<file path="src/core/cbwd_pkg.sv">
// constants, field layouts and carrier types for the per-socket
// configuration and window decode block of a card-bus bridge
// assumes one socket function per instance and a byte-offset config port
// How it works
// RULE_01 - own 8-bit secondary bus number, reset zero
// RULE_02 - forward decision uses primary, secondary, subordinate
// RULE_03 - 8-bit subordinate bus number, reset zero
// RULE_04 - tenure timer counts card clocks from frame
// RULE_05 - on expiry end after next data phase
// RULE_06 - software should program timer at least 20h
// RULE_07 - memory bases writable in bits 31-12
// RULE_08 - memory low twelve bits read zero
// RULE_09 - memory limits writable bits 31-12, reset zero
// RULE_10 - memory windows steer traffic both directions
// RULE_11 - memory window live only if nonzero
// RULE_12 - bridge control bits 8, 9 select prefetch
// RULE_13 - io base upper half reads zero
// RULE_14 - io base bits 1-0 zero, 15-2 writable
// RULE_15 - io window live only if nonzero
// RULE_16 - io windows steer traffic both directions
// RULE_17 - io limit low two bits taken as ones
// RULE_18 - window 1 prefetch select resets prefetchable
// RULE_19 - memory hit: base <= addr <= limit|FFFh
// RULE_20 - bus above secondary up to subordinate: type 1
package cbwd_pkg;
  // byte offsets of the documented registers
  localparam logic [7:0] OFS_PRI_BUS = 8'h18;
  localparam logic [7:0] OFS_SEC_BUS = 8'h19;
  localparam logic [7:0] OFS_SUB_BUS = 8'h1A;
  localparam logic [7:0] OFS_TENURE = 8'h1B;
  localparam logic [7:0] OFS_MEM0_BASE = 8'h1C;
  localparam logic [7:0] OFS_MEM0_LIMIT = 8'h20;
  localparam logic [7:0] OFS_MEM1_BASE = 8'h24;
  localparam logic [7:0] OFS_MEM1_LIMIT = 8'h28;
  localparam logic [7:0] OFS_IO0_BASE = 8'h2C;
  localparam logic [7:0] OFS_IO0_LIMIT = 8'h30;
  localparam logic [7:0] OFS_IO1_BASE = 8'h34;
  localparam logic [7:0] OFS_IO1_LIMIT = 8'h38;
  localparam logic [7:0] OFS_BRIDGE_CTL = 8'h3E;
  // writable masks and implied low bits
  localparam logic [31:0] MEM_WR_MASK = 32'hFFFFF000;
  localparam logic [31:0] MEM_LIMIT_ONES = 32'h00000FFF;
  localparam logic [31:0] IO_WR_MASK = 32'h0000FFFC;
  localparam logic [31:0] IO_LIMIT_ONES = 32'h00000003;
  // bridge control prefetch field
  localparam int PREF_LSB = 8;
  // reset values and advised tenure minimum
  localparam logic [7:0] BUS_NUM_RST = 8'h00;
  localparam logic [7:0] TENURE_RST = 8'h00;
  localparam logic [31:0] WINDOW_RST = 32'h00000000;
  localparam logic [1:0] PREF_RST = 2'h3;
  localparam logic [7:0] TENURE_ADVISED_MIN = 8'h20;

  typedef struct packed {
    logic wr;
    logic rd;
    logic [7:0] addr;
    logic [3:0] be;
    logic [31:0] wdata;
  } cbwd_cfg_req_s;

  typedef struct packed {
    logic valid;
    logic is_io;
    logic [31:0] addr;
  } cbwd_xact_s;

  typedef enum logic [2:0] {
    TEN_IDLE = 3'b001,
    TEN_COUNT = 3'b010,
    TEN_EXPIRED = 3'b100
  } cbwd_tenure_e;
endpackage

</file>
<file path="src/core/cbwd_window_decode.sv">
// configuration registers, window decode and initiator tenure timer
// of one card-bus socket function
// assumes all inputs synchronous to core_clk; cclk_tick marks card clocks
`timescale 1ns/1ns
`default_nettype none
module cbwd_window_decode
  import cbwd_pkg::*;
(
  input wire logic core_clk,
  input wire logic resetn,
  input wire logic clk_en,
  input wire cbwd_cfg_req_s cfg_req,
  output logic [31:0] cfg_rdata,
  output logic cfg_rvalid,
  input wire cbwd_xact_s host_xact,
  output logic to_card,
  output logic to_card_pref,
  input wire cbwd_xact_s card_xact,
  output logic to_host,
  input wire logic cfg_cyc_valid,
  input wire logic [7:0] cfg_cyc_bus,
  output logic cfg_local,
  output logic cfg_type0,
  output logic cfg_type1,
  input wire logic cclk_tick,
  input wire logic frame_start,
  input wire logic init_active,
  input wire logic data_phase_done,
  output logic tenure_expired,
  output logic end_xact
);

  // merge written byte lanes into the old word, then keep writable bits
  function automatic logic [31:0] merge_be(input logic [31:0] old,
                                           input logic [31:0] wd,
                                           input logic [3:0] be,
                                           input logic [31:0] mask);
    logic [31:0] m;
    m = old;
    for (int i = 0; i < 4; i++) begin
      if (be[i]) begin
        m[i*8 +: 8] = wd[i*8 +: 8];
      end
    end
    return m & mask;
  endfunction

  // window hit, limit widened by its implied low ones
  function automatic logic in_window(input logic [31:0] a,
                                     input logic [31:0] base,
                                     input logic [31:0] limit,
                                     input logic [31:0] ones);
    return ((base != 32'h00000000) || (limit != 32'h00000000)) &&
           (a >= base) && (a <= (limit | ones));
  endfunction

  logic [7:0] pri_bus_r, pri_bus_nxt;
  logic [7:0] sec_bus_r, sec_bus_nxt;
  logic [7:0] sub_bus_r, sub_bus_nxt;
  logic [7:0] tenure_r, tenure_nxt;
  logic [31:0] mbase_r [2];
  logic [31:0] mbase_nxt [2];
  logic [31:0] mlim_r [2];
  logic [31:0] mlim_nxt [2];
  logic [31:0] iobase_r [2];
  logic [31:0] iobase_nxt [2];
  logic [31:0] iolim_r [2];
  logic [31:0] iolim_nxt [2];
  logic [1:0] pref_r, pref_nxt;
  logic [31:0] rdata_nxt;
  logic [5:0] dw;
  logic [31:0] word18;

  assign dw = cfg_req.addr[7:2];
  assign word18 = {tenure_r, sub_bus_r, sec_bus_r, pri_bus_r};

  // register writes; only whole dword decode, bytes picked by be
  always_comb begin
    logic [31:0] w;
    w = 32'h00000000;
    pri_bus_nxt = pri_bus_r;
    sec_bus_nxt = sec_bus_r;
    sub_bus_nxt = sub_bus_r;
    tenure_nxt = tenure_r;
    pref_nxt = pref_r;
    for (int k = 0; k < 2; k++) begin
      mbase_nxt[k] = mbase_r[k];
      mlim_nxt[k] = mlim_r[k];
      iobase_nxt[k] = iobase_r[k];
      iolim_nxt[k] = iolim_r[k];
    end
    if (cfg_req.wr) begin
      if (dw == OFS_PRI_BUS[7:2]) begin
        w = merge_be(word18, cfg_req.wdata, cfg_req.be, 32'hFFFFFFFF);
        pri_bus_nxt = w[7:0];
        sec_bus_nxt = w[15:8]; // RULE_01
        sub_bus_nxt = w[23:16]; // RULE_03
        tenure_nxt = w[31:24];
      end else if (dw == OFS_MEM0_BASE[7:2]) begin
        mbase_nxt[0] = merge_be(mbase_r[0], cfg_req.wdata, cfg_req.be,
                                MEM_WR_MASK); // RULE_07 RULE_08
      end else if (dw == OFS_MEM0_LIMIT[7:2]) begin
        mlim_nxt[0] = merge_be(mlim_r[0], cfg_req.wdata, cfg_req.be,
                               MEM_WR_MASK); // RULE_09 RULE_08
      end else if (dw == OFS_MEM1_BASE[7:2]) begin
        mbase_nxt[1] = merge_be(mbase_r[1], cfg_req.wdata, cfg_req.be,
                                MEM_WR_MASK); // RULE_07
      end else if (dw == OFS_MEM1_LIMIT[7:2]) begin
        mlim_nxt[1] = merge_be(mlim_r[1], cfg_req.wdata, cfg_req.be,
                               MEM_WR_MASK); // RULE_09
      end else if (dw == OFS_IO0_BASE[7:2]) begin
        iobase_nxt[0] = merge_be(iobase_r[0], cfg_req.wdata, cfg_req.be,
                                 IO_WR_MASK); // RULE_13 RULE_14
      end else if (dw == OFS_IO0_LIMIT[7:2]) begin
        iolim_nxt[0] = merge_be(iolim_r[0], cfg_req.wdata, cfg_req.be,
                                IO_WR_MASK);
      end else if (dw == OFS_IO1_BASE[7:2]) begin
        iobase_nxt[1] = merge_be(iobase_r[1], cfg_req.wdata, cfg_req.be,
                                 IO_WR_MASK); // RULE_14
      end else if (dw == OFS_IO1_LIMIT[7:2]) begin
        iolim_nxt[1] = merge_be(iolim_r[1], cfg_req.wdata, cfg_req.be,
                                IO_WR_MASK);
      end else if (dw == OFS_BRIDGE_CTL[7:2]) begin
        // only the prefetch pair lives here; other control bits elsewhere
        if (cfg_req.be[3]) begin
          pref_nxt = cfg_req.wdata[16+PREF_LSB +: 2]; // RULE_12
        end
      end
    end
  end

  // read mux; unmapped offsets return zero
  always_comb begin
    rdata_nxt = 32'h00000000;
    if (dw == OFS_PRI_BUS[7:2]) begin
      rdata_nxt = word18;
    end else if (dw == OFS_MEM0_BASE[7:2]) begin
      rdata_nxt = mbase_r[0];
    end else if (dw == OFS_MEM0_LIMIT[7:2]) begin
      rdata_nxt = mlim_r[0];
    end else if (dw == OFS_MEM1_BASE[7:2]) begin
      rdata_nxt = mbase_r[1];
    end else if (dw == OFS_MEM1_LIMIT[7:2]) begin
      rdata_nxt = mlim_r[1];
    end else if (dw == OFS_IO0_BASE[7:2]) begin
      rdata_nxt = iobase_r[0];
    end else if (dw == OFS_IO0_LIMIT[7:2]) begin
      rdata_nxt = iolim_r[0];
    end else if (dw == OFS_IO1_BASE[7:2]) begin
      rdata_nxt = iobase_r[1];
    end else if (dw == OFS_IO1_LIMIT[7:2]) begin
      rdata_nxt = iolim_r[1];
    end else if (dw == OFS_BRIDGE_CTL[7:2]) begin
      rdata_nxt = {6'h00, pref_r, 24'h000000}; // bridge control bits 9:8
    end
  end

  // register file state
  always_ff @(posedge core_clk or negedge resetn) begin
    if (!resetn) begin
      pri_bus_r <= BUS_NUM_RST;
      sec_bus_r <= BUS_NUM_RST;
      sub_bus_r <= BUS_NUM_RST;
      tenure_r <= TENURE_RST;
      pref_r <= PREF_RST; // RULE_18
      for (int k = 0; k < 2; k++) begin
        mbase_r[k] <= WINDOW_RST;
        mlim_r[k] <= WINDOW_RST;
        iobase_r[k] <= WINDOW_RST;
        iolim_r[k] <= WINDOW_RST;
      end
      cfg_rdata <= 32'h00000000;
      cfg_rvalid <= 1'b0;
    end else if (clk_en) begin
      pri_bus_r <= pri_bus_nxt;
      sec_bus_r <= sec_bus_nxt;
      sub_bus_r <= sub_bus_nxt;
      tenure_r <= tenure_nxt;
      pref_r <= pref_nxt;
      for (int k = 0; k < 2; k++) begin
        mbase_r[k] <= mbase_nxt[k];
        mlim_r[k] <= mlim_nxt[k];
        iobase_r[k] <= iobase_nxt[k];
        iolim_r[k] <= iolim_nxt[k];
      end
      cfg_rdata <= cfg_req.rd ? rdata_nxt : 32'h00000000;
      cfg_rvalid <= cfg_req.rd;
    end
  end

  // window and bus-number decode, registered one cycle
  logic [1:0] mhit_h, iohit_h, mhit_c, iohit_c;
  logic to_card_nxt, pref_nxt_o, to_host_nxt;
  logic local_nxt, t0_nxt, t1_nxt;
  always_comb begin
    for (int k = 0; k < 2; k++) begin
      mhit_h[k] = in_window(host_xact.addr, mbase_r[k], mlim_r[k],
                            MEM_LIMIT_ONES); // RULE_19 RULE_11
      iohit_h[k] = in_window(host_xact.addr, iobase_r[k], iolim_r[k],
                             IO_LIMIT_ONES); // RULE_17 RULE_15
      mhit_c[k] = in_window(card_xact.addr, mbase_r[k], mlim_r[k],
                            MEM_LIMIT_ONES);
      iohit_c[k] = in_window(card_xact.addr, iobase_r[k], iolim_r[k],
                             IO_LIMIT_ONES);
    end
    // host side claims inside a window, card side goes up outside all
    to_card_nxt = host_xact.valid &&
                  (host_xact.is_io ? |iohit_h : |mhit_h); // RULE_10 RULE_16
    pref_nxt_o = host_xact.valid && !host_xact.is_io &&
                 ((mhit_h[0] && pref_r[0]) ||
                  (!mhit_h[0] && mhit_h[1] && pref_r[1])); // RULE_12
    to_host_nxt = card_xact.valid &&
                  !(card_xact.is_io ? |iohit_c : |mhit_c); // RULE_10 RULE_16
    // bus matching: own bus is local, secondary type 0, above it up to subordinate type 1
    local_nxt = cfg_cyc_valid && (cfg_cyc_bus == pri_bus_r); // RULE_02
    t0_nxt = cfg_cyc_valid && !local_nxt && (cfg_cyc_bus == sec_bus_r);
    t1_nxt = cfg_cyc_valid && !local_nxt && (cfg_cyc_bus > sec_bus_r) &&
             (cfg_cyc_bus <= sub_bus_r); // RULE_20
  end

  always_ff @(posedge core_clk or negedge resetn) begin
    if (!resetn) begin
      to_card <= 1'b0;
      to_card_pref <= 1'b0;
      to_host <= 1'b0;
      cfg_local <= 1'b0;
      cfg_type0 <= 1'b0;
      cfg_type1 <= 1'b0;
    end else if (clk_en) begin
      to_card <= to_card_nxt;
      to_card_pref <= pref_nxt_o;
      to_host <= to_host_nxt;
      cfg_local <= local_nxt;
      cfg_type0 <= t0_nxt;
      cfg_type1 <= t1_nxt;
    end
  end

  // initiator tenure timer; a value under 20h is legal but cuts bursts
  cbwd_tenure_e ten_r, ten_nxt;
  logic [7:0] cnt_r, cnt_nxt;
  logic end_nxt;
  always_comb begin
    ten_nxt = ten_r;
    cnt_nxt = cnt_r;
    end_nxt = 1'b0;
    case (ten_r)
      TEN_IDLE: begin
        if (frame_start) begin
          cnt_nxt = tenure_r; // RULE_04
          ten_nxt = (tenure_r == 8'h00) ? TEN_EXPIRED : TEN_COUNT;
        end
      end
      TEN_COUNT: begin
        if (!init_active) begin
          ten_nxt = TEN_IDLE;
        end else if (cclk_tick) begin
          cnt_nxt = cnt_r - 8'h01; // RULE_04
          if (cnt_r == 8'h01) begin
            ten_nxt = TEN_EXPIRED;
          end
        end
      end
      TEN_EXPIRED: begin
        if (!init_active) begin
          ten_nxt = TEN_IDLE;
        end else if (data_phase_done) begin
          end_nxt = 1'b1; // RULE_05
          ten_nxt = TEN_IDLE;
        end
      end
      default: ten_nxt = TEN_IDLE;
    endcase
  end

  always_ff @(posedge core_clk or negedge resetn) begin
    if (!resetn) begin
      ten_r <= TEN_IDLE;
      cnt_r <= 8'h00;
      end_xact <= 1'b0;
    end else if (clk_en) begin
      ten_r <= ten_nxt;
      cnt_r <= cnt_nxt;
      end_xact <= end_nxt;
    end
  end
  assign tenure_expired = (ten_r == TEN_EXPIRED);

  a_sec_bus_write: assert property (@(posedge core_clk) disable iff (!resetn)
    clk_en && cfg_req.wr && dw == OFS_SEC_BUS[7:2] && cfg_req.be[1]
    |=> sec_bus_r == $past(cfg_req.wdata[15:8]))
    else $error("secondary bus number not stored"); // RULE_01
  a_sub_bus_write: assert property (@(posedge core_clk) disable iff (!resetn)
    clk_en && cfg_req.wr && dw == OFS_SUB_BUS[7:2] && cfg_req.be[2]
    |=> sub_bus_r == $past(cfg_req.wdata[23:16]))
    else $error("subordinate bus number not stored"); // RULE_03
  a_mem_low_zero: assert property (@(posedge core_clk) disable iff (!resetn)
    clk_en && cfg_req.rd && dw >= OFS_MEM0_BASE[7:2] &&
    dw <= OFS_MEM1_LIMIT[7:2] |=> cfg_rvalid && cfg_rdata[11:0] == 12'h000)
    else $error("memory window low bits not zero"); // RULE_08
  a_io_base_bits: assert property (@(posedge core_clk) disable iff (!resetn)
    clk_en && cfg_req.rd && (dw == OFS_IO0_BASE[7:2] ||
    dw == OFS_IO1_BASE[7:2]) |=> cfg_rdata[31:16] == 16'h0000 &&
    cfg_rdata[1:0] == 2'h0)
    else $error("io base read-only bits not zero"); // RULE_14
  a_mem_off_zero: assert property (@(posedge core_clk) disable iff (!resetn)
    clk_en && host_xact.valid && !host_xact.is_io &&
    mbase_r[0] == 32'h0 && mlim_r[0] == 32'h0 &&
    mbase_r[1] == 32'h0 && mlim_r[1] == 32'h0 |=> !to_card)
    else $error("disabled memory window claimed"); // RULE_11
  a_type1_fwd: assert property (@(posedge core_clk) disable iff (!resetn)
    clk_en && cfg_cyc_valid && cfg_cyc_bus != pri_bus_r &&
    cfg_cyc_bus > sec_bus_r && cfg_cyc_bus <= sub_bus_r
    |=> cfg_type1 && !cfg_type0)
    else $error("type 1 forward missed"); // RULE_20
  a_tenure_load: assert property (@(posedge core_clk) disable iff (!resetn)
    clk_en && ten_r == TEN_IDLE && frame_start
    |=> cnt_r == $past(tenure_r))
    else $error("tenure timer not loaded at frame"); // RULE_04
  a_tenure_end: assert property (@(posedge core_clk) disable iff (!resetn)
    clk_en && tenure_expired && init_active && data_phase_done
    |=> end_xact ##1 !end_xact || !clk_en)
    else $error("expired tenure did not end transaction"); // RULE_05
  a_pref_select: assert property (@(posedge core_clk) disable iff (!resetn)
    clk_en && host_xact.valid && !host_xact.is_io && mhit_h == 2'b10
    |=> to_card && to_card_pref == $past(pref_r[1]))
    else $error("window 1 prefetch select ignored"); // RULE_12
endmodule
`default_nettype wire

</file>
<file path="config.mk">
export PLATFORM = sky130hd
export DESIGN_NAME = cbwd_window_decode
export DESIGN_NICKNAME = d
export VERILOG_FILES = /design/src/core/cbwd_pkg.sv /design/src/core/cbwd_window_decode.sv
export SDC_FILE = /design/constraint.sdc
export NUM_CORES = 1
export LEC_CHECK = 0
export BUFFER_PORTS_ARGS = -buffer_cell sky130_fd_sc_hd__buf_4
export CORE_UTILIZATION = 55
export CTS_BUF_LIST = sky130_fd_sc_hd__clkbuf_2
export DETAILED_ROUTE_END_ITERATION = 12
export HOLD_SLACK_MARGIN = 0.03
export PLACE_DENSITY = 0.78
export SLEW_MARGIN = 20
export SYNTH_ARGS = -nofsm -noshare
export SYNTH_HDL_FRONTEND = slang
export SYNTH_SLANG_ARGS = --single-unit
</file>
<file path="constraint.sdc">
create_clock -name core_clk -period 2.1 [get_ports core_clk]
set_input_delay 0.105 -clock core_clk [delete_from_list [all_inputs] [get_ports core_clk]]
set_output_delay 0.105 -clock core_clk [all_outputs]
set_load 0.05 [all_outputs]
</file>
==> summary.txt, run 1 <==
Run status
  • Status: finished with violations
  • Failing checks: setup timing

Critical path
  • CP Cell Sequence: inv_2, ha_4, nand4_1, buf_4, nor4_4, o2111ai_1, and3_4, a2111o_1, a32o_2
  • Critical Path Stages: 9
  • CP Class: reg2reg
  • Reg2reg end: to_host
  • RR Startpoint: mbase_r[55]
  • Crit path buf inv count: 2
  • Crit path DAT: between 3000 and 4000 ps
  • FF-to-FF setup slack: -370 ps
  • CP startpoint kind: flip-flop
  • CP max-delay cell: dfrtp_1
  • Reg2reg path depth: 9
  • Worst path max stage delay: roughly 420 ps
  • Setup crit end kind: flip-flop
  • Family with the most delay on the worst path: compound AO/OA/AOI/OAI gates
  • CP startpoint: mbase_r[55]
  • Worst-path fanout max: 3
  • Req. time, crit path: ~2800 ps

Power and ir drop
  • Worst IR Drop VDD: ~370 uV
  • Leakage power: ~11 nW
  • Pwr Density: between 400 and 500 nW/um2
  • NetSw: 4.21 mW
  • Sequential share of power: between 40% and 50%
  • Comb pwr share: 33.2%
  • Sw Share: between 30% and 40%
  • Internal: between 7 and 8 mW
  • Clock power share: approximately a quarter

Synthesis
  • Dominant cell type by area after synthesis: dfrtp_1
  • Synth Flop Type: dfrtp_1
  • Post-synth EDFFs: 0
  • Area fraction of the dominant cell type after synthesis: about a third
  • Synth warnings: 0
  • Mapped Avg Cell Area: between 9 and 10 um2
  • Yosys reg bits: roughly 220
  • Post-Syn Area: between 15,000 and 20,000 um2
  • Yosys cell types: 75
  • Synth top area cells: dfrtp_1 (32%), ha_1 (21%), mux2_2 (7.4%)
  • Register area share after synthesis: about a third
  • Net Count, Synth: roughly 2,200
  • Cell count after synthesis: ~1,800
  • Post-synthesis async set-or-reset flop share: between 90% and 100%

Finish
  • Finished Cell Area: around 23,000 um2
  • Nets: between 2,000 and 3,000
  • Commonest cells after routing, fill and taps aside: buf_4 (514), ha_1 (275), dfrtp_1 (217)
  • Commonest non-fill, non-tap cell in the layout: buf_4
  • Area added between synthesis and finish: 35.7%
  • Final core occ: around three quarters
  • Final non-filler cell total: between 2,000 and 3,000
  • Share of cells above drive strength 1: between 30% and 40%

STA
  • Skew final: between 100 and 150 ps
  • Fin crit share: 118%
  • Crit path time final: 2470 ps
  • Max Clock Freq: between 400 and 500 MHz
  • Worst Tran Pin Value: around 700 ps
  • RSZ-0062 raised after global routing: true
  • Max_slew headroom: 53.3%
  • Final Hold Viols: 0
  • Slew Viols, Final: 0
  • Setup violators final: 4
  • TNS Setup: -971 ps
  • Final WS setup: -368 ps

Hold path
  • Beginning of the worst hold path: cfg_cyc_bus[0]
  • Min-delay worst type: in2reg
  • WHS Path Cells: 7
  • Hold path endpoint: cfg_type1

Die
  • Cell row count: 63
  • Initial core utilization: 56.6%
  • # IOs: approximately 170
  • Core Footprint: 30,000 um2
  • Die W: approximately 180 um
  • Die area: between 30,000 and 40,000 um2
  • Die H: 178 um

Routing
  • DRC violations left: 0
  • Final WL: roughly 69,000 um
  • Total number of vias: between 15,000 and 20,000
  • Drt pass-1 iters: 7
  • Initial DRC count: around 2,200
  • Routed len/inst: roughly 24 um
  • Avg Vias per Cell: between 6 and 7
  • Detail Route Antenna Nets: 0

Place
  • Post-detail-place hpwl: ~52,000 um
  • Port Buf Inserts: 168
  • GPL Wtd Cong: between 1 and 1.5
  • Post-place instance area: between 20,000 and 25,000 um2
  • Cells after DPL: 2,622

CTS
  • Max clock buf depth: 3
  • Clk pin slew, worst setup/hold paths: between 100 and 150 ps
  • Clk_lat worst skew: around 900 ps
  • CTS root buf: clkbuf_2
  • CTS Sinks: approximately 220
  • TritonCTS clock tree: done
  • Total CTS buffers: between 50 and 60
  • H-tree depth: 2

Flow run
  • Maxcap violations: 0

GRT
  • Overflow after GRT: 0
  • Initial antenna violation count: 4
  • Global-route wire length before repair: 102,000 um
  • Largest net degree at the start of global routing: between 70 and 80
  • Gr usage total: between 40% and 50%
  • Vias in the first global route: ~18,000
-- logic make-up (layout without fill, tap and decap cells) --
family | after synthesis | count (layout) | share of synthesized area (%)
AOI/OAI and AO/OA | 453 | 453 | 17.7
xor gates and xnor gates | 8 | 8 | 0.413
adders and majority gates | 290 | 290 | 21.4
buffers and inverters | 220 | 882 | 5.31
DFF | 221 | 221 | 32.6
muxes | 129 | 129 | 8.55
other | 0 | 3 | 0
and+or+nand+nor | 448 | 448 | 14.0
-- sequential cells by signal, summed over array words and instances, names as in the netlist, 3 cells and up --
name       cells
mlim_r        40
sub_bus_r      8
cfg_rdata     32
tenure_r       8
cnt_r          8
pri_bus_r      8
mbase_r       40
ten_r          3
sec_bus_r      8
iolim_r       28
iobase_r      28
-- per-layer routing --
metal  GRT usage [%]  vias to the layer above  part of all wire (%)
met3            13.9                      232                    14
met4            16.8                        2                   4.6
met5               0                        -                 0.013
li1                -                     7979                     -
met1            60.1                     8693                    41
met2            62.3                     1236                    41
-- worst max-delay path by stage --
stage                   end  slack (ps)
global route        to_host        -420
CTS                 to_host        -260
floorplan           to_host         -20
detailed placement  to_host        -380
global placement    to_host        -340
finish              to_host        -370
-- final cells by class --
type	count	area (um2)
clock buffer	73	365
tap	390	488
clock inverter	18	81.3
sequential	221	5540
inverter	172	646
antenna	3	7.51
timing repair buffer	619	4980
multi-input combinational	1328	10900
fill	2032	6950
-- Yosys cell counts (29+ instances only) --
| master | count |
|---|---|
| ha_1 | 290 |
| dfrtp_1 | 218 |
| inv_1 | 171 |
| nand2_1 | 136 |
| a21oi_1 | 116 |
| mux2_2 | 111 |
| o21ai_0 | 107 |
| nor4_1 | 63 |
| nor2_1 | 55 |
| nand4_1 | 51 |
| nand3_1 | 47 |
| a21o_1 | 43 |
| a222oi_1 | 29 |
-- power by group through the flow --
stage	clock network [mW]	registers, mW	logic (mW)
6_report	2.81	4.79	3.77
5_1_grt	3.01	4.81	4.08
4_1_cts	2.79	4.77	3.55
3_5_place_dp	0	4.85	3.37
3_3_place_gp	0	4.83	3.25
2_1_floorplan	0	4.86	1.60
-- through the flow --
stage | power (mW) | hold slack, ps | worst slack, ps
after floorplan | 6.46 | -191 | -21.0
after global placement | 8.08 | 150 | -344
after detailed placement | 8.22 | 150 | -379
after CTS | 11.1 | 33.6 | -260
after global routing | 11.9 | 41.6 | -420
final | 11.4 | 11.2 | -368
-- worst register-to-register path, stage by stage, from the launching register on --
cell and delay [ps]:
dfrtp_1 420, inv_2 80, ha_4 270, nand4_1 140, buf_4 180, nor4_4 290
o2111ai_1 150, and3_4 170, a2111o_1 390, a32o_2 270
-- what timing repair did --
action / 4_1_cts / 5_1_grt
gates resized for setup: 28 / 41
endpoints found under the hold margin: 429 / 4
setup endpoints to repair: 3 / 12
setup buffers: 3 / 14
cloned: 0 / 1
hold buffers: 92 / 2
pin swaps: 15 / 25
(Power assumes the default switching activity.)
==> run 2: changes to the inputs <==
--- a/config.mk
+++ b/config.mk
@@ -11,6 +11,7 @@
 export DETAILED_ROUTE_END_ITERATION = 12
 export HOLD_SLACK_MARGIN = 0.03
 export PLACE_DENSITY = 0.78
+export REMOVE_ABC_BUFFERS = 1
 export SLEW_MARGIN = 20
 export SYNTH_ARGS = -nofsm -noshare
 export SYNTH_HDL_FRONTEND = slang
==> summary.txt, run 2 (synthesized netlist as in run 1, its figures left out) <==
Run status
  • Status: finished with violations
  • Failing checks: DRC, setup timing

STA
  • Final WS setup: -373 ps
  • Worst Tran Pin Value: ~920 ps
  • RSZ-0062 raised after global routing: true
  • Setup violators final: 4
  • Final Hold Viols: 0
  • Crit path time final: between 2000 and 2500 ps
  • Fin crit share: 118%
  • Skew final: ~150 ps
  • Slew Viols, Final: 0
  • Max Clock Freq: 404 MHz
  • Max_slew headroom: approximately two fifths

Hold path
  • Min-delay worst type: in2reg
  • Hold path endpoint: mlim_r[58]
  • WHS Path Cells: 4
  • Beginning of the worst hold path: cfg_req[26]

CTS
  • TritonCTS clock tree: done
  • CTS Sinks: about 220
  • H-tree depth: 2
  • Total CTS buffers: between 50 and 60
  • CTS root buf: clkbuf_2
  • Max clock buf depth: 3
  • Clk_lat worst skew: about 970 ps
  • Clk pin slew, worst setup/hold paths: 120 ps

Power and ir drop
  • Total Power: between 10 and 15 mW
  • Sw Share: 38.1%
  • Comb pwr share: ~33%
  • Internal: ~7.4 mW
  • Clock power share: 26.8%
  • Worst IR Drop VDD: between 300 and 400 uV
  • Pwr Density: 504 nW/um2
  • Sequential share of power: between 30% and 40%
  • Leakage power: around 12 nW
  • NetSw: about 4.6 mW

Finish
  • Fillers: 1,840
  • Biggest regs: mbase_r (40), mlim_r (40), cfg_rdata (32)
  • Finished Cell Area: between 20,000 and 25,000 um2
  • Nets: approximately 2,900
  • Area added between synthesis and finish: 40.6%
  • Commonest non-fill, non-tap cell in the layout: buf_4
  • Commonest cells after routing, fill and taps aside: buf_4 (504), ha_1 (270), dfrtp_1 (216)
  • Share of cells above drive strength 1: 34.2%

Critical path
  • Reg2reg end: to_card
  • RR Startpoint: mbase_r[50]
  • CP startpoint: mbase_r[50]
  • Req. time, crit path: 2810 ps
  • Crit path DAT: between 3000 and 4000 ps
  • Worst-path fanout max: 2
  • CP startpoint kind: flip-flop
  • CP Class: reg2reg
  • FF-to-FF setup slack: -370 ps
  • Reg2reg path depth: 9
  • Setup crit end kind: flip-flop

Routing
  • Initial DRC count: 2,711
  • Total number of vias: approximately 19,000
  • Final WL: approximately 75,000 um
  • Avg Vias per Cell: 6.65
  • DRC violations left: 2
  • Drt pass-1 iters: 13
  • Detail Route Antenna Nets: 0
  • Routed len/inst: around 26 um

Flow run
  • Maxcap violations: 0

GRT
  • Overflow after GRT: 0
  • Global-route wire length before repair: roughly 110,000 um
  • M1 GR Usage: around 60%
  • Met3 Use GR: between 15 and 20%
  • Vias in the first global route: approximately 19,000
  • Initial antenna violation count: 2
  • Grt peak-use layer: met2
  • Largest net degree at the start of global routing: 78
  • Gr usage total: about 46%
  • Met2 usage: 66.9%

Die
  • Die W: roughly 180 um
  • Die area: 31,500 um2
  • # IOs: 171
  • Cell row count: 63
  • Initial core utilization: a little under three fifths
  • Core Footprint: around 30,000 um2
  • Die H: 178 um

Place
  • Port Buf Inserts: about 170
  • Post-place instance area: between 20,000 and 25,000 um2
  • Post-detail-place hpwl: between 50,000 and 60,000 um
  • DP Worst Slack: -388 ps
  • GPL Wtd Cong: about 1.1
[run 2: worst max-delay path by stage]
stage / slack, ps / end
floorplan: -180 / pri_bus_r[0]
global route: -470 / to_host
detailed placement: -390 / to_card_pref
finish: -370 / to_card
global placement: -360 / to_card_pref
CTS: -250 / to_card
[run 2: what timing repair did]
item,4_1_cts,5_1_grt
setup endpoints to repair,3,16
gates resized for setup,69,49
hold buffers,149,5
endpoints found under the hold margin,441,13
gates cloned,0,1
setup buffers,6,12
pin swaps,25,32
[run 2: critical path: stages, from the launching register on]
cell and delay, ps:
dfrtp_1 450, inv_2 110, ha_4 210, o21ai_2 130, o21bai_1 90, a2111o_1 440
a211oi_2 270, a211oi_2 70, a222oi_1 350, nand3_1 110
[run 2: layer usage]
layer	routed length (um)	up-vias
met5	0	-
met3	11300	385
li1	-	8085
met4	4180	0
met1	28400	9088
met2	30900	1631
[run 2: power by group through the flow]
stage | logic (mW) | registers [mW] | clock network (mW)
finish | 4.01 | 4.79 | 3.22
global route | 4.27 | 4.81 | 3.38
CTS | 3.69 | 4.76 | 3.06
detailed placement | 3.36 | 4.84 | 0
global placement | 3.23 | 4.81 | 0
floorplan | 1.54 | 4.86 | 0
[run 2: final cells by class]
cell class,instances,area (um2),share of cell area [%]
repair buffers,669,5560,23.3
inverters,172,648,2.72
multi-input cells,1328,11100,46.5
clock buffers,88,440,1.85
clock inverters,15,70.1,0.294
flip-flops and latches,221,5540,23.2
well taps,390,488,2.05
diodes,2,5.00,0.0210
[run 2: stage by stage]
step / utilization [%] / hold slack (ps) / cells / TNS [ps]
floorplan: - / -191 / 1721 / -5000
finish: 79.6 / 35.3 / 2885 / -981
global route: 79.6 / 40.7 / 2884 / -1400
global placement: 70.5 / 129 / 2613 / -1030
detailed placement: 70.5 / 136 / 2613 / -1110
CTS: 78.4 / 30.1 / 2870 / -981
